==> src/hpt_pkg.sv <==
// constants for the host port pin configuration and transmit path
package hpt_pkg;
  // core peripheral addresses
  localparam logic [23:0] ADDR_TX   = 24'hFFFFC7;
  localparam logic [23:0] ADDR_PCR  = 24'hFFFFC4;
  localparam logic [23:0] ADDR_CTRL = 24'hFFFFC0;
  localparam logic [23:0] ADDR_STAT = 24'hFFFFC3;
  localparam logic [23:0] ADDR_DDR  = 24'hFFFFC8;
  localparam logic [23:0] ADDR_DR   = 24'hFFFFC9;
  // port_pin_control fields
  localparam int PCR_GEN  = 0;
  localparam int PCR_A8EN = 1;
  localparam int PCR_A9EN = 2;
  localparam int PCR_CSEN = 3;
  localparam int PCR_REN  = 4;
  localparam int PCR_AEN  = 5;
  localparam int PCR_EN   = 6;
  localparam int PCR_ROD  = 8;
  localparam int PCR_DSP  = 9;
  localparam int PCR_MUX  = 11;
  localparam int PCR_DDS  = 12;
  localparam logic [15:0] PCR_RESET = 16'h0000;
  localparam logic [15:0] PCR_MASK  = 16'h1B7F;
  // dsp_side_control and dsp_side_status fields
  localparam int CTRL_TIE = 0;
  localparam int STAT_TDE = 1;
  // shared pin indices
  localparam int PIN_REQ = 0;
  localparam int PIN_ACK = 1;
  localparam int PIN_CS  = 2;
  localparam int PIN_A9  = 3;
  localparam int PIN_A8  = 4;
  localparam int PIN_SA  = 5;
  localparam int PIN_SB  = 6;
  localparam int NPIN    = 7;
  // cycles from a core write until affected status reads back
  localparam int STATUS_DELAY = 2;
  typedef enum logic [1:0] {
    HPT_TX_EMPTY = 2'h1,
    HPT_TX_HELD  = 2'h2
  } hpt_tx_state_t;
endpackage

==> src/hpt_sync3.sv <==
// three-flop synchroniser with agreement filter for pin inputs
`timescale 1ns/1ps
module hpt_sync3 #(
  parameter int W = 7
) (
  // clock and reset
  input  wire logic         clk_i,
  input  wire logic         rst_i,
  input  wire logic         ce_i,
  // pins and filtered levels
  input  wire logic [W-1:0] d_i,
  output logic      [W-1:0] q_o
);
  logic [W-1:0] s1_r;
  logic [W-1:0] s2_r;
  logic [W-1:0] s3_r;

  for (genvar k = 0; k < W; k++) begin : g_bit
    always_ff @(posedge clk_i or posedge rst_i) begin
      if (rst_i) begin
        s1_r[k] <= 1'b0;
        s2_r[k] <= 1'b0;
        s3_r[k] <= 1'b0;
        q_o[k]  <= 1'b0;
      end else if (ce_i) begin
        s1_r[k] <= d_i[k];
        s2_r[k] <= s1_r[k];
        s3_r[k] <= s2_r[k];
        // a change counts once the last two stages agree
        if (s2_r[k] == s3_r[k]) begin
          q_o[k] <= s3_r[k];
        end
      end
    end
  end
endmodule

==> src/hpt_fifo.sv <==
// word fifo with registered output stage
`timescale 1ns/1ps
module hpt_fifo #(
  parameter int W     = 24,
  parameter int DEPTH = 32
) (
  // clock and reset
  input  wire logic         clk_i,
  input  wire logic         rst_i,
  input  wire logic         ce_i,
  // fill side
  input  wire logic         in_valid_i,
  output logic              in_ready_o,
  input  wire logic [W-1:0] in_data_i,
  // drain side
  output logic              out_valid_o,
  input  wire logic         out_ready_i,
  output logic      [W-1:0] out_data_o
);
  localparam int AW = $clog2(DEPTH);
  logic [W-1:0] mem_r [DEPTH];
  logic [AW-1:0] wptr_r;
  logic [AW-1:0] rptr_r;
  logic [AW:0]   cnt_r;
  logic          push;
  logic          load;
  logic          take;

  assign in_ready_o = (cnt_r != (AW+1)'(DEPTH));
  assign push = in_valid_i && in_ready_o;
  assign take = !out_valid_o || out_ready_i;
  assign load = take && (cnt_r != '0);

  always_ff @(posedge clk_i) begin
    if (ce_i && push) begin
      mem_r[wptr_r] <= in_data_i;
    end
  end

  always_ff @(posedge clk_i or posedge rst_i) begin
    if (rst_i) begin
      wptr_r <= '0;
      rptr_r <= '0;
      cnt_r  <= '0;
    end else if (ce_i) begin
      if (push) begin
        wptr_r <= wptr_r + 1'b1;
      end
      if (load) begin
        rptr_r <= rptr_r + 1'b1;
      end
      cnt_r <= cnt_r + (AW+1)'(push) - (AW+1)'(load);
    end
  end

  always_ff @(posedge clk_i or posedge rst_i) begin
    if (rst_i) begin
      out_valid_o <= 1'b0;
      out_data_o  <= '0;
    end else if (ce_i && take) begin
      out_valid_o <= (cnt_r != '0);
      if (load) begin
        out_data_o <= mem_r[rptr_r];
      end
    end
  end
endmodule

==> src/hpt_top.sv <==
// host port pin configuration, core transmit register and host receive path
`timescale 1ns/1ps
module hpt_top #(
  parameter int FIFO_DEPTH = 32,
  parameter int GPIO_W     = hpt_pkg::NPIN
) (
  // clock and reset
  input  wire logic                clk_sys_i,
  input  wire logic                rst_i,
  input  wire logic                ce_i,
  // core peripheral bus
  input  wire logic [23:0]         core_addr_i,
  input  wire logic                core_wr_i,
  input  wire logic                core_rd_i,
  input  wire logic [23:0]         core_wdata_i,
  output logic      [23:0]         core_rdata_o,
  output logic                     core_rvalid_o,
  output logic                     tx_irq_o,
  // host side logic
  input  wire logic                double_request_mode_i,
  input  wire logic                host_tx_space_i,
  output logic      [23:0]         host_word_o,
  output logic                     host_word_valid_o,
  input  wire logic                host_word_ready_i,
  output logic                     host_rx_full_o,
  // decoded host bus levels
  output logic                     host_read_active_o,
  output logic                     host_write_active_o,
  output logic                     host_cs_active_o,
  output logic                     host_ack_active_o,
  output logic      [2:0]          host_addr_hi_o,
  // shared pins
  input  wire logic [GPIO_W-1:0]   pin_i,
  output logic      [GPIO_W-1:0]   pin_o,
  output logic      [GPIO_W-1:0]   pin_oe_o
);
  logic [15:0]       pcr_r;
  logic              tie_r;
  logic [GPIO_W-1:0] ddr_r;
  logic [GPIO_W-1:0] dr_r;
  logic [23:0]       tx_word_r;
  logic              tx_empty_r;
  logic              pv_r;
  logic [23:0]       pd_r;
  logic [23:0]       rx_word_r;
  logic              rx_full_r;
  logic [GPIO_W-1:0] ps;
  logic [GPIO_W-1:0] host_fn;
  logic [GPIO_W-1:0] host_out;
  logic [GPIO_W-1:0] host_oe;
  logic              en;
  logic              ren;
  logic              mux;
  logic              drq;
  logic              xfer;
  logic              fifo_ready;
  logic              sa_act;
  logic              sb_act;
  logic              req_assert;
  logic              rrq_assert;
  logic [23:0]       rd_nxt;
  logic [23:0]       gpio_rd;
  hpt_pkg::hpt_tx_state_t tx_state;

  assign en  = pcr_r[hpt_pkg::PCR_EN];
  assign ren = pcr_r[hpt_pkg::PCR_REN];
  assign mux = pcr_r[hpt_pkg::PCR_MUX];
  assign drq = double_request_mode_i;
  assign tx_state = tx_empty_r ? hpt_pkg::HPT_TX_EMPTY : hpt_pkg::HPT_TX_HELD;

  hpt_sync3 #(
    .W (GPIO_W)
  ) u_sync (
    .clk_i (clk_sys_i),
    .rst_i (rst_i),
    .ce_i  (ce_i),
    .d_i   (pin_i),
    .q_o   (ps)
  );

  // register writes
  always_ff @(posedge clk_sys_i or posedge rst_i) begin
    if (rst_i) begin
      pcr_r <= hpt_pkg::PCR_RESET;
      tie_r <= 1'b0;
      ddr_r <= '0;
      dr_r  <= '0;
    end else if (ce_i && core_wr_i) begin
      case (core_addr_i)
        hpt_pkg::ADDR_PCR: begin
          pcr_r <= core_wdata_i[15:0] & hpt_pkg::PCR_MASK;
        end
        hpt_pkg::ADDR_CTRL: begin
          tie_r <= core_wdata_i[hpt_pkg::CTRL_TIE];
        end
        hpt_pkg::ADDR_DDR: begin
          ddr_r <= core_wdata_i[GPIO_W-1:0];
        end
        hpt_pkg::ADDR_DR: begin
          dr_r <= core_wdata_i[GPIO_W-1:0];
        end
        default: begin
          pcr_r <= pcr_r;
        end
      endcase
    end
  end

  // transmit writes pass one stage so status lags the write by two cycles
  always_ff @(posedge clk_sys_i or posedge rst_i) begin
    if (rst_i) begin
      pv_r <= 1'b0;
      pd_r <= '0;
    end else if (ce_i) begin
      pv_r <= core_wr_i && (core_addr_i == hpt_pkg::ADDR_TX);
      pd_r <= core_wdata_i;
    end
  end

  assign xfer = en && !tx_empty_r && !rx_full_r;

  // transmit register and empty flag; the transfer's set wins over a write
  always_ff @(posedge clk_sys_i or posedge rst_i) begin
    if (rst_i) begin
      tx_word_r  <= '0;
      tx_empty_r <= 1'b1;
    end else if (ce_i) begin
      if (pv_r) begin
        tx_word_r <= pd_r;
      end
      if (!en || xfer) begin
        tx_empty_r <= 1'b1;
      end else if (pv_r) begin
        tx_empty_r <= 1'b0;
      end
    end
  end

  // host receive word register, drained into the fifo
  always_ff @(posedge clk_sys_i or posedge rst_i) begin
    if (rst_i) begin
      rx_word_r <= '0;
      rx_full_r <= 1'b0;
    end else if (ce_i) begin
      if (xfer) begin
        rx_word_r <= tx_word_r;
        rx_full_r <= 1'b1;
      end else if (!en || fifo_ready) begin
        rx_full_r <= 1'b0;
      end
    end
  end

  hpt_fifo #(
    .W     (24),
    .DEPTH (FIFO_DEPTH)
  ) u_fifo (
    .clk_i       (clk_sys_i),
    .rst_i       (rst_i),
    .ce_i        (ce_i),
    .in_valid_i  (rx_full_r && en),
    .in_ready_o  (fifo_ready),
    .in_data_i   (rx_word_r),
    .out_valid_o (host_word_valid_o),
    .out_ready_i (host_word_ready_i),
    .out_data_o  (host_word_o)
  );

  always_ff @(posedge clk_sys_i or posedge rst_i) begin
    if (rst_i) begin
      tx_irq_o       <= 1'b0;
      host_rx_full_o <= 1'b0;
    end else if (ce_i) begin
      tx_irq_o       <= tie_r && tx_empty_r;
      host_rx_full_o <= rx_full_r;
    end
  end

  // pin functions
  assign req_assert = drq ? host_tx_space_i : rx_full_r;
  assign rrq_assert = rx_full_r;
  always_comb begin
    host_fn  = '0;
    host_out = '1;
    host_oe  = '0;
    host_fn[hpt_pkg::PIN_REQ] = en && ren;
    host_fn[hpt_pkg::PIN_ACK] = en && ren && (drq || pcr_r[hpt_pkg::PCR_AEN]);
    host_fn[hpt_pkg::PIN_CS]  = en && pcr_r[hpt_pkg::PCR_CSEN];
    host_fn[hpt_pkg::PIN_A9]  = en && mux && pcr_r[hpt_pkg::PCR_A9EN];
    host_fn[hpt_pkg::PIN_A8]  = en && mux && pcr_r[hpt_pkg::PCR_A8EN];
    host_fn[hpt_pkg::PIN_SA]  = en;
    host_fn[hpt_pkg::PIN_SB]  = en;
    // requests are active low; open drain drives only the asserted level
    host_out[hpt_pkg::PIN_REQ] = !req_assert;
    host_oe[hpt_pkg::PIN_REQ]  = !pcr_r[hpt_pkg::PCR_ROD] || req_assert;
    host_out[hpt_pkg::PIN_ACK] = !rrq_assert;
    host_oe[hpt_pkg::PIN_ACK]  = drq && (!pcr_r[hpt_pkg::PCR_ROD] || rrq_assert);
  end

  for (genvar k = 0; k < GPIO_W; k++) begin : g_pin
    always_ff @(posedge clk_sys_i or posedge rst_i) begin
      if (rst_i) begin
        pin_o[k]    <= 1'b0;
        pin_oe_o[k] <= 1'b0;
      end else if (ce_i) begin
        if (host_fn[k]) begin
          pin_o[k]    <= host_out[k];
          pin_oe_o[k] <= host_oe[k];
        end else begin
          pin_o[k]    <= dr_r[k];
          pin_oe_o[k] <= pcr_r[hpt_pkg::PCR_GEN] && ddr_r[k];
        end
      end
    end
    // disconnected gpio inputs read as zero
    assign gpio_rd[k] = ddr_r[k] ? dr_r[k]
                      : (pcr_r[hpt_pkg::PCR_GEN] && !host_fn[k] && ps[k]);
  end
  assign gpio_rd[23:GPIO_W] = '0;

  // strobe decoding
  assign sa_act = pcr_r[hpt_pkg::PCR_DSP] ? ps[hpt_pkg::PIN_SA] : !ps[hpt_pkg::PIN_SA];
  assign sb_act = pcr_r[hpt_pkg::PCR_DSP] ? ps[hpt_pkg::PIN_SB] : !ps[hpt_pkg::PIN_SB];
  always_ff @(posedge clk_sys_i or posedge rst_i) begin
    if (rst_i) begin
      host_read_active_o  <= 1'b0;
      host_write_active_o <= 1'b0;
    end else if (ce_i) begin
      if (pcr_r[hpt_pkg::PCR_DDS]) begin
        host_write_active_o <= en && sa_act;
        host_read_active_o  <= en && sb_act;
      end else begin
        host_write_active_o <= en && sa_act && !ps[hpt_pkg::PIN_SB];
        host_read_active_o  <= en && sa_act && ps[hpt_pkg::PIN_SB];
      end
    end
  end

  // chip select, acknowledge and high address lines
  always_ff @(posedge clk_sys_i or posedge rst_i) begin
    if (rst_i) begin
      host_cs_active_o  <= 1'b0;
      host_ack_active_o <= 1'b0;
      host_addr_hi_o    <= '0;
    end else if (ce_i) begin
      host_cs_active_o  <= host_fn[hpt_pkg::PIN_CS] && !mux && !ps[hpt_pkg::PIN_CS];
      host_ack_active_o <= host_fn[hpt_pkg::PIN_ACK] && !drq && !ps[hpt_pkg::PIN_ACK];
      host_addr_hi_o[2] <= host_fn[hpt_pkg::PIN_CS] && mux && ps[hpt_pkg::PIN_CS];
      host_addr_hi_o[1] <= host_fn[hpt_pkg::PIN_A9] && ps[hpt_pkg::PIN_A9];
      host_addr_hi_o[0] <= host_fn[hpt_pkg::PIN_A8] && ps[hpt_pkg::PIN_A8];
    end
  end

  // register reads; the transmit word is write-only and reads zero
  always_comb begin
    case (core_addr_i)
      hpt_pkg::ADDR_PCR:  rd_nxt = {8'h00, pcr_r};
      hpt_pkg::ADDR_CTRL: rd_nxt = 24'(tie_r);
      hpt_pkg::ADDR_STAT: rd_nxt = 24'(tx_state == hpt_pkg::HPT_TX_EMPTY) << hpt_pkg::STAT_TDE;
      hpt_pkg::ADDR_DDR:  rd_nxt = 24'(ddr_r);
      hpt_pkg::ADDR_DR:   rd_nxt = gpio_rd;
      default:            rd_nxt = 24'h000000;
    endcase
  end

  always_ff @(posedge clk_sys_i or posedge rst_i) begin
    if (rst_i) begin
      core_rdata_o  <= '0;
      core_rvalid_o <= 1'b0;
    end else if (ce_i) begin
      core_rvalid_o <= core_rd_i;
      core_rdata_o  <= core_rd_i ? rd_nxt : 24'h000000;
    end
  end

  // checks
  chk_tx_write_delay: assert property (
    @(posedge clk_sys_i) disable iff (rst_i || !ce_i)
    (core_wr_i && core_addr_i == hpt_pkg::ADDR_TX && en && tx_empty_r && !pv_r)
    ##1 (ce_i && en) |-> tx_empty_r ##1 !tx_empty_r)
    else $error("transmit write did not clear empty two cycles later");
  chk_write_clears: assert property (
    @(posedge clk_sys_i) disable iff (rst_i || !ce_i)
    (pv_r && en && !xfer) |=> !tx_empty_r)
    else $error("transmit write left empty flag set");
  chk_xfer_gate: assert property (
    @(posedge clk_sys_i) disable iff (rst_i || !ce_i)
    $rose(rx_full_r) |-> !$past(tx_empty_r) && $past(en))
    else $error("receive filled without a pending transmit word");
  chk_xfer_sets: assert property (
    @(posedge clk_sys_i) disable iff (rst_i || !ce_i)
    xfer |=> tx_empty_r && rx_full_r && rx_word_r == $past(tx_word_r))
    else $error("copy did not set both flags with the word");
  chk_tx_irq_level: assert property (
    @(posedge clk_sys_i) disable iff (rst_i || !ce_i)
    (tie_r && tx_empty_r) ##1 ce_i |-> tx_irq_o)
    else $error("transmit interrupt missing while empty");
  chk_disable_reset: assert property (
    @(posedge clk_sys_i) disable iff (rst_i || !ce_i)
    !en |=> tx_empty_r && !rx_full_r)
    else $error("disabled port kept transfer state");
  chk_gpio_isolate: assert property (
    @(posedge clk_sys_i) disable iff (rst_i || !ce_i)
    (!en && !pcr_r[hpt_pkg::PCR_GEN]) |=> pin_oe_o == '0)
    else $error("disconnected gpio pin is driven");
  chk_rrq_drive: assert property (
    @(posedge clk_sys_i) disable iff (rst_i || !ce_i)
    (en && ren && drq && rx_full_r && !pcr_r[hpt_pkg::PCR_ROD])
    |=> pin_oe_o[hpt_pkg::PIN_ACK] && !pin_o[hpt_pkg::PIN_ACK])
    else $error("receive request not driven low");
  chk_open_drain: assert property (
    @(posedge clk_sys_i) disable iff (rst_i || !ce_i)
    (en && ren && pcr_r[hpt_pkg::PCR_ROD] && !req_assert) |=> !pin_oe_o[hpt_pkg::PIN_REQ])
    else $error("open drain request drove high");
  chk_ack_input: assert property (
    @(posedge clk_sys_i) disable iff (rst_i || !ce_i)
    (en && ren && !drq && pcr_r[hpt_pkg::PCR_AEN]) |=> !pin_oe_o[hpt_pkg::PIN_ACK])
    else $error("acknowledge input pin is driven");
  chk_addr_nomux: assert property (
    @(posedge clk_sys_i) disable iff (rst_i || !ce_i)
    !mux |=> host_addr_hi_o == 3'h0)
    else $error("address lines active outside multiplexed mode");
  chk_reserved_bit: assert property (
    @(posedge clk_sys_i) disable iff (rst_i)
    (pcr_r & ~hpt_pkg::PCR_MASK) == 16'h0000)
    else $error("reserved control bit set");
  cov_copy: cover property (@(posedge clk_sys_i) disable iff (rst_i) xfer);
  cov_fifo_full: cover property (@(posedge clk_sys_i) disable iff (rst_i) !fifo_ready);
  cov_double_req: cover property (@(posedge clk_sys_i) disable iff (rst_i)
    en && ren && drq && rx_full_r);
  cov_dual_write: cover property (@(posedge clk_sys_i) disable iff (rst_i)
    host_write_active_o && pcr_r[hpt_pkg::PCR_DDS]);
endmodule

==> config.mk <==
export PLATFORM = sky130hd
export DESIGN_NAME = hpt_top
export DESIGN_NICKNAME = d
export VERILOG_FILES = /design/src/hpt_pkg.sv /design/src/hpt_sync3.sv /design/src/hpt_fifo.sv /design/src/hpt_top.sv
export SDC_FILE = /design/constraint.sdc
export NUM_CORES = 1
export LEC_CHECK = 0
export ABC_AREA = 0
export BUFFER_PORTS_ARGS = -buffer_cell sky130_fd_sc_hd__buf_2
export CAP_MARGIN = 5
export CORE_AREA = 2 2 264 266
export DETAILED_ROUTE_END_ITERATION = 12
export DIE_AREA = 0 0 266 268
export PLACE_DENSITY = 0.76
export SLEW_MARGIN = 5
export SYNTH_ARGS = -nofsm -noshare
export SYNTH_HDL_FRONTEND = slang
export SYNTH_SLANG_ARGS = --single-unit
==> constraint.sdc <==
create_clock -name clk_sys_i -period 5.5 [get_ports clk_sys_i]
set_clock_uncertainty 0.05 [all_clocks]
set_input_delay 0.275 -clock clk_sys_i [delete_from_list [all_inputs] [get_ports clk_sys_i]]
set_output_delay 0.275 -clock clk_sys_i [all_outputs]
set_load 0.03 [all_outputs]
Yosys cells after proc, flatten, opt, wreduce, memory -nomap -nowiden
Memory sizes are Yosys's and may differ from the RTL's. A register that Yosys moved wholly into a read port is not among the register bits.
Cells that the tools add are included.

cells by class
  add/subtract/negate cells = 4
  eq/ne operators = 15
  muxes and demuxes = 35
  reductions and logical operators = 93

operators by type and width
  kind                  number
  $eq 24x24->1 const B  6
  $pmux 13 s5           1
  $logic_and 1x1->1     49
  $reduce_and 2->1      18
  $mux 1                32
  $mux 24               1
  $logic_not 1->1       17
  $add 5x1->5 const B   2
  $eq 1x1->1            7
  $add 6x1->6           1
  $logic_or 1x1->1      6
  $ne 6x6->1 const B    1
  $reduce_bool 6->1     1
  $sub 6x1->6           1
  $reduce_bool 2->1     2
  $eq 2x1->1 const B    1
  $mux 2                1

word-level totals
  register bits = 194
  bits in writable memories = 768
  bits of input ports = 63
  output and inout bits = 73
  word-level logic and storage cells = 213
  memories kept = 1

memories
  name          depth  bits a word  rd ports  clocked after memory_dff  wr ports  line            source
  u_fifo.mem_r  32     24           1         1                         1         hpt_fifo.sv:21  logic [W-1:0] mem_r [DEPTH];

Longest topological paths before layout
  word-level depth = 8
  mapped depth = 12
  mapped depth without buffers = 12

Cells and area by module
Synthesis repeated with hierarchy kept, for this count alone.

unflattened totals
  cell total of the unflattened synthesis = 2074
  area, all modules = 38290.5 µm²

modules (own cells, without submodules)
  module     instances  cells each  area an instance (µm²)  sequential area each (µm²)
  hpt_fifo   1          1532        31273.7                 24088.1
  hpt_top    1          465         5858.1                  3404.5
  hpt_sync3  1          77          1158.6                  700.7

Worst setup path before layout
No wires, ideal clock.

  path kind = reg2reg
  start point = reg u_fifo.cnt_r[2]
  end point = mem u_fifo.mem_r[31][0], enable pin
  setup time = 0.405 ns
  data arrival time = 2.452 ns
  data required time = 5.045 ns
  slack = 2.594 ns
  stages on the path, launching flop included = 8
  path buffers = 1
  clock period less this slack = 2.906 ns
  path through = dfrtp_1 inv_1 ha_1 nor4bb_1 nor3b_2 nand2_1 buf_2 nor2_1

on the way
  longest elaborated chain between the ends = 5

ends and longest elaborated chain
  element                       line            source
  from (decl)                   hpt_fifo.sv:24  logic [AW:0] cnt_r;
  from (signal assigned)        hpt_fifo.sv:52  cnt_r <= cnt_r + (AW+1)'(push) - (AW+1)'(load);
  $ne 6x6->1                    hpt_fifo.sv:29  assign in_ready_o = (cnt_r != (AW+1)'(DEPTH));
  $logic_and 1x1->1             hpt_fifo.sv:30  assign push = in_valid_i && in_ready_o;
  $logic_and 1x1->1             hpt_fifo.sv:35  if (ce_i && push) begin
  $mux 1                        hpt_fifo.sv:35
  $mux 1 (not written as such)  hpt_fifo.sv:36  mem_r[wptr_r] <= in_data_i;
  to (decl)                     hpt_fifo.sv:21

Every way passes these cells.

Worst setup path in the final report
  start point = reg pcr_r[6]
  end point = mem u_fifo.mem_r[0][1], enable pin

on the way
  longest elaborated chain between the ends = 5

ends and longest elaborated chain
  element                       line            source
  from (decl)                   hpt_top.sv:37   logic [15:0] pcr_r;
  from (signal assigned)        hpt_top.sv:84   pcr_r <= hpt_pkg::PCR_RESET;
  from (signal assigned)        hpt_top.sv:91   pcr_r <= core_wdata_i[15:0] & hpt_pkg::PCR_MASK;
  from (signal assigned)        hpt_top.sv:103  pcr_r <= pcr_r;
  $logic_and 1x1->1             hpt_top.sv:161  .in_valid_i (rx_full_r && en),
  $logic_and 1x1->1             hpt_fifo.sv:30
  $logic_and 1x1->1             hpt_fifo.sv:35
  $mux 1                        hpt_fifo.sv:35
  $mux 1 (not written as such)  hpt_fifo.sv:36

Every way passes these cells.

==> results.cfg <==
[hold_path]
holdCritStartpoint = core_addr_i[0]
min_path_cells = 3
hp-class = primary input to register
worst_hold_path.endpoint = pv_r

[timing]
timing.final.crit_share_pct = 60.7
final-hold-violation-count = 0
totalNegativeSetupSlack_ns = 0
setup_violations = 0
tightestPinTransition_ns = 1.34
hold_ws_ns = 0.0614
tightest_slew_margin_relative_to_the_limit_pct = 11.0
finalMaxSlewViolations = 0
timing.final.crit_period_ns = 3.34
grt_setup_unrepaired = false
fmax_mhz = 300

[finish]
multiInputGateArea_um2 = 9200
final_layout_size_suffix_gt1_share_pct = 26.4
layout.core_utilization_pct = 63.1
antennaDiodeCount = 0
layout.nets = 2377
filler_cell_count = 4571
ff_latch_area_um2 = 28200
layout_commonest_cell = edfxtp_1
areaGrowthSynthToFinish_pct = 13.1
mostFrequentLayoutCells = 768 x edfxtp_1, 201 x dfrtp_1, 157 x mux2_2

[worst_setup_path]
endpoint_kind = register
reg2reg_depth = 4
timing.setup.critical_path_class = register to register
required_ns = 5.70
r2r-start = pcr_r[6]
crit_path_frequent_cell = nand2_1
worst_setup_path_start_kind = register
reg2reg_to = u_fifo.mem_r[0][1]
path_max_fanout = 24
crit_arrival_ns = 3.54
rrSetupSlack_ns = 2.16
timing.critical_path.cells = nand2_1, nor3b_2, nand2_1, nor2_2
cp_slowest_cell = nor2_2
max_stage_delay_ns = 1.09

[clock_tree]
clock_tree.htree_level_count = 3
clock_tree.root_cell = clkbuf_16
post_cts_resized = 0
clock-sinks = 973
clk_pin_slew_worst_paths_ns = 0.06
post_cts.repair.setup_buffers = 0
cts_tree = yes
clk_latency_ns = 0.65
clock_path_buffers = 3
hold_buffers = 39
tritoncts.num_buffers = 92

[die]
die_width_um = 266
num_rows = 96
i_o_pins = 136
effective_utilization_at_floorplan_pct = 55.8
chip_height_um = 268
die_area_um2 = 71300
design.core.area_um2 = 68200

[drt]
route.vias.total = 20600
iteration_0_drc_markers = 2420
final_antenna_net_count = 0
drc = 0
vias_per_cell = 6.32
drt_pass1_iterations = 6
wirelength_um = 90900
avgRoutedWirePerCell_um = 27.9

[job]
maximum_capacitance_violations = 0

[placed_design]
place.port_buffers = 122
global_placer_s_final_weighted_congestion = 0.890
hpwl_um = 52700

[synth]
synth.avg_cell_area_um2 = 18.2
async_set_or_reset_register_ratio_after_synthesis_pct = 21.1
synth_cells = 2087
number_of_flops_mapped_to_enable_cells_by_yosys = 768
netlist_cell_types = 63
yosysWarningCount = 0
synth.cell_area_um2 = 38100
synth.ff_latch_count = 973
synth_top_flop_cell = edfxtp_1
synth.yosys.seq_area_share_pct = 74.1

[global_route]
grt_antenna_before_repair = 1
grtUsageTotal_pct = 25.7
grt_pass1_wl_um = 134000
vias_in_the_first_global_route = 20800
global_route.overflow_total = 0
grt_max_degree = 101

[power]
p_leak_nw = 17.6
powerDensity_nw_per_um2 = 416
peakVddDrop_mv = 0.283

[status]
result_of_the_run = finished clean
==> cell families (layout without fill, tap and decap cells) <==
kind of cell | after synthesis | after routing | share of synthesized area [%]
DFF | 973 | 973 | 74.1
muxes | 417 | 417 | 14.8
AOI/OAI and AO/OA | 261 | 261 | 4.71
and+or+nand+nor | 239 | 239 | 3.25
buffers and inverters | 168 | 443 | 2.39
adders and majority gates | 15 | 15 | 0.513
xor gates and xnor gates | 13 | 13 | 0.299
other | 1 | 13 | 0.00985
==> area by class of cell <==
type / instances / share of cell area (%)
Inverter: 44 / 0.392
Sequential cell: 973 / 65.5
Multi-Input combinational cell: 958 / 21.4
Tap cell: 882 / 2.56
Timing Repair Buffer: 230 / 3.62
Clock buffer: 132 / 5.96
Clock inverter: 37 / 0.573
==> power by group <==
part           leakage (nW)  internal (mW)  switching (mW)
clock                  1.37           3.34            2.62
sequential             11.6           8.03           0.391
combinational          4.63           1.40            2.12
==> per-stage QoR <==
stage / instances / setup slack (ns) / instance area [µm²] / power (mW)
5_1_grt: 3256 / 1.92 / 43000 / 18.4
3_3_place_gp: 3048 / 2.15 / 39800 / 12.0
4_1_cts: 3256 / 2.02 / 43000 / 17.9
2_1_floorplan: 2099 / 2.52 / 38100 / 10.9
6_report: 3256 / 2.16 / 43000 / 17.9
3_5_place_dp: 3048 / 2.04 / 39800 / 12.0
==> worst max-delay path, delay by kind of cell, from the launching register on <==
family           cells  cell delay (ns)
flip-flops           1             0.73
AND/OR/NAND/NOR      4             2.14
==> synthesized netlist by cell type, drive strengths merged, types with 2 or more instances <==
cell type    n  area [µm²]
a21o         3        22.5
a21oi       25         125
a22o        48         420
a22oi       54         405
a31oi       17         106
a32oi        2        17.5
and2         2        12.5
buf         81         579
clkbuf      43         164
dfrtp      204        5100
edfxtp     768       23100
ha          14         175
inv         44         165
mux2       174        1990
mux2i      147        1470
mux4        96        2160
nand2       52         195
nand2b       8        50.1
nand3       12        60.1
nand3b       6        48.8
nand4       17         106
nor2        86         323
nor2b        3        18.8
nor3         6        35.0
nor3b        5        58.8
nor4        25         171
nor4b        2        30.0
nor4bb       5        50.1
o21ai       21         105
o22ai       83         519
or2          2        12.5
or3          4        30.0
xnor2        9        78.8
xor2         4        35.0
==> sequential cells by signal, summed over array words and instances (netlist names), 5 cells and up <==
register	count
u_sync.q_o	7
dr_r	7
u_sync.s3_r	7
u_fifo.cnt_r	6
u_fifo.rptr_r	5
u_sync.s1_r	7
tx_word_r	24
u_fifo.wptr_r	5
rx_word_r	24
pin_o	7
pcr_r	11
pin_oe_o	7
u_fifo.mem_r	768
u_fifo.out_data_o	24
u_sync.s2_r	7
ddr_r	7
core_rdata_o	11
pd_r	24
==> metal layers <==
metal / track usage, % / wire length, µm / vias up
met5: 0 / 0 / -
met4: 12.5 / 4720 / 0
met3: 4.60 / 7960 / 199
met2: 41.1 / 43400 / 1139
met1: 34.8 / 34800 / 10600
li1: - / - / 8661
==> worst max-delay path by stage <==
| stage | end | slack [ns] | start | depth (start not counted) |
|---|---|---|---|---|
| after floorplan | core_rdata_o[0] | 2.52 | rst_i | 1 |
| after global placement | u_fifo.mem_r[3][3] | 2.15 | ce_i | 4 |
| after detailed placement | u_fifo.mem_r[3][15] | 2.04 | ce_i | 4 |
| after CTS | u_fifo.mem_r[3][17] | 2.02 | pcr_r[6] | 4 |
| after global routing | u_fifo.mem_r[26][9] | 1.92 | pcr_r[6] | 4 |
| final | u_fifo.mem_r[0][1] | 2.16 | pcr_r[6] | 4 |
Power figures use the tool's default switching activity.
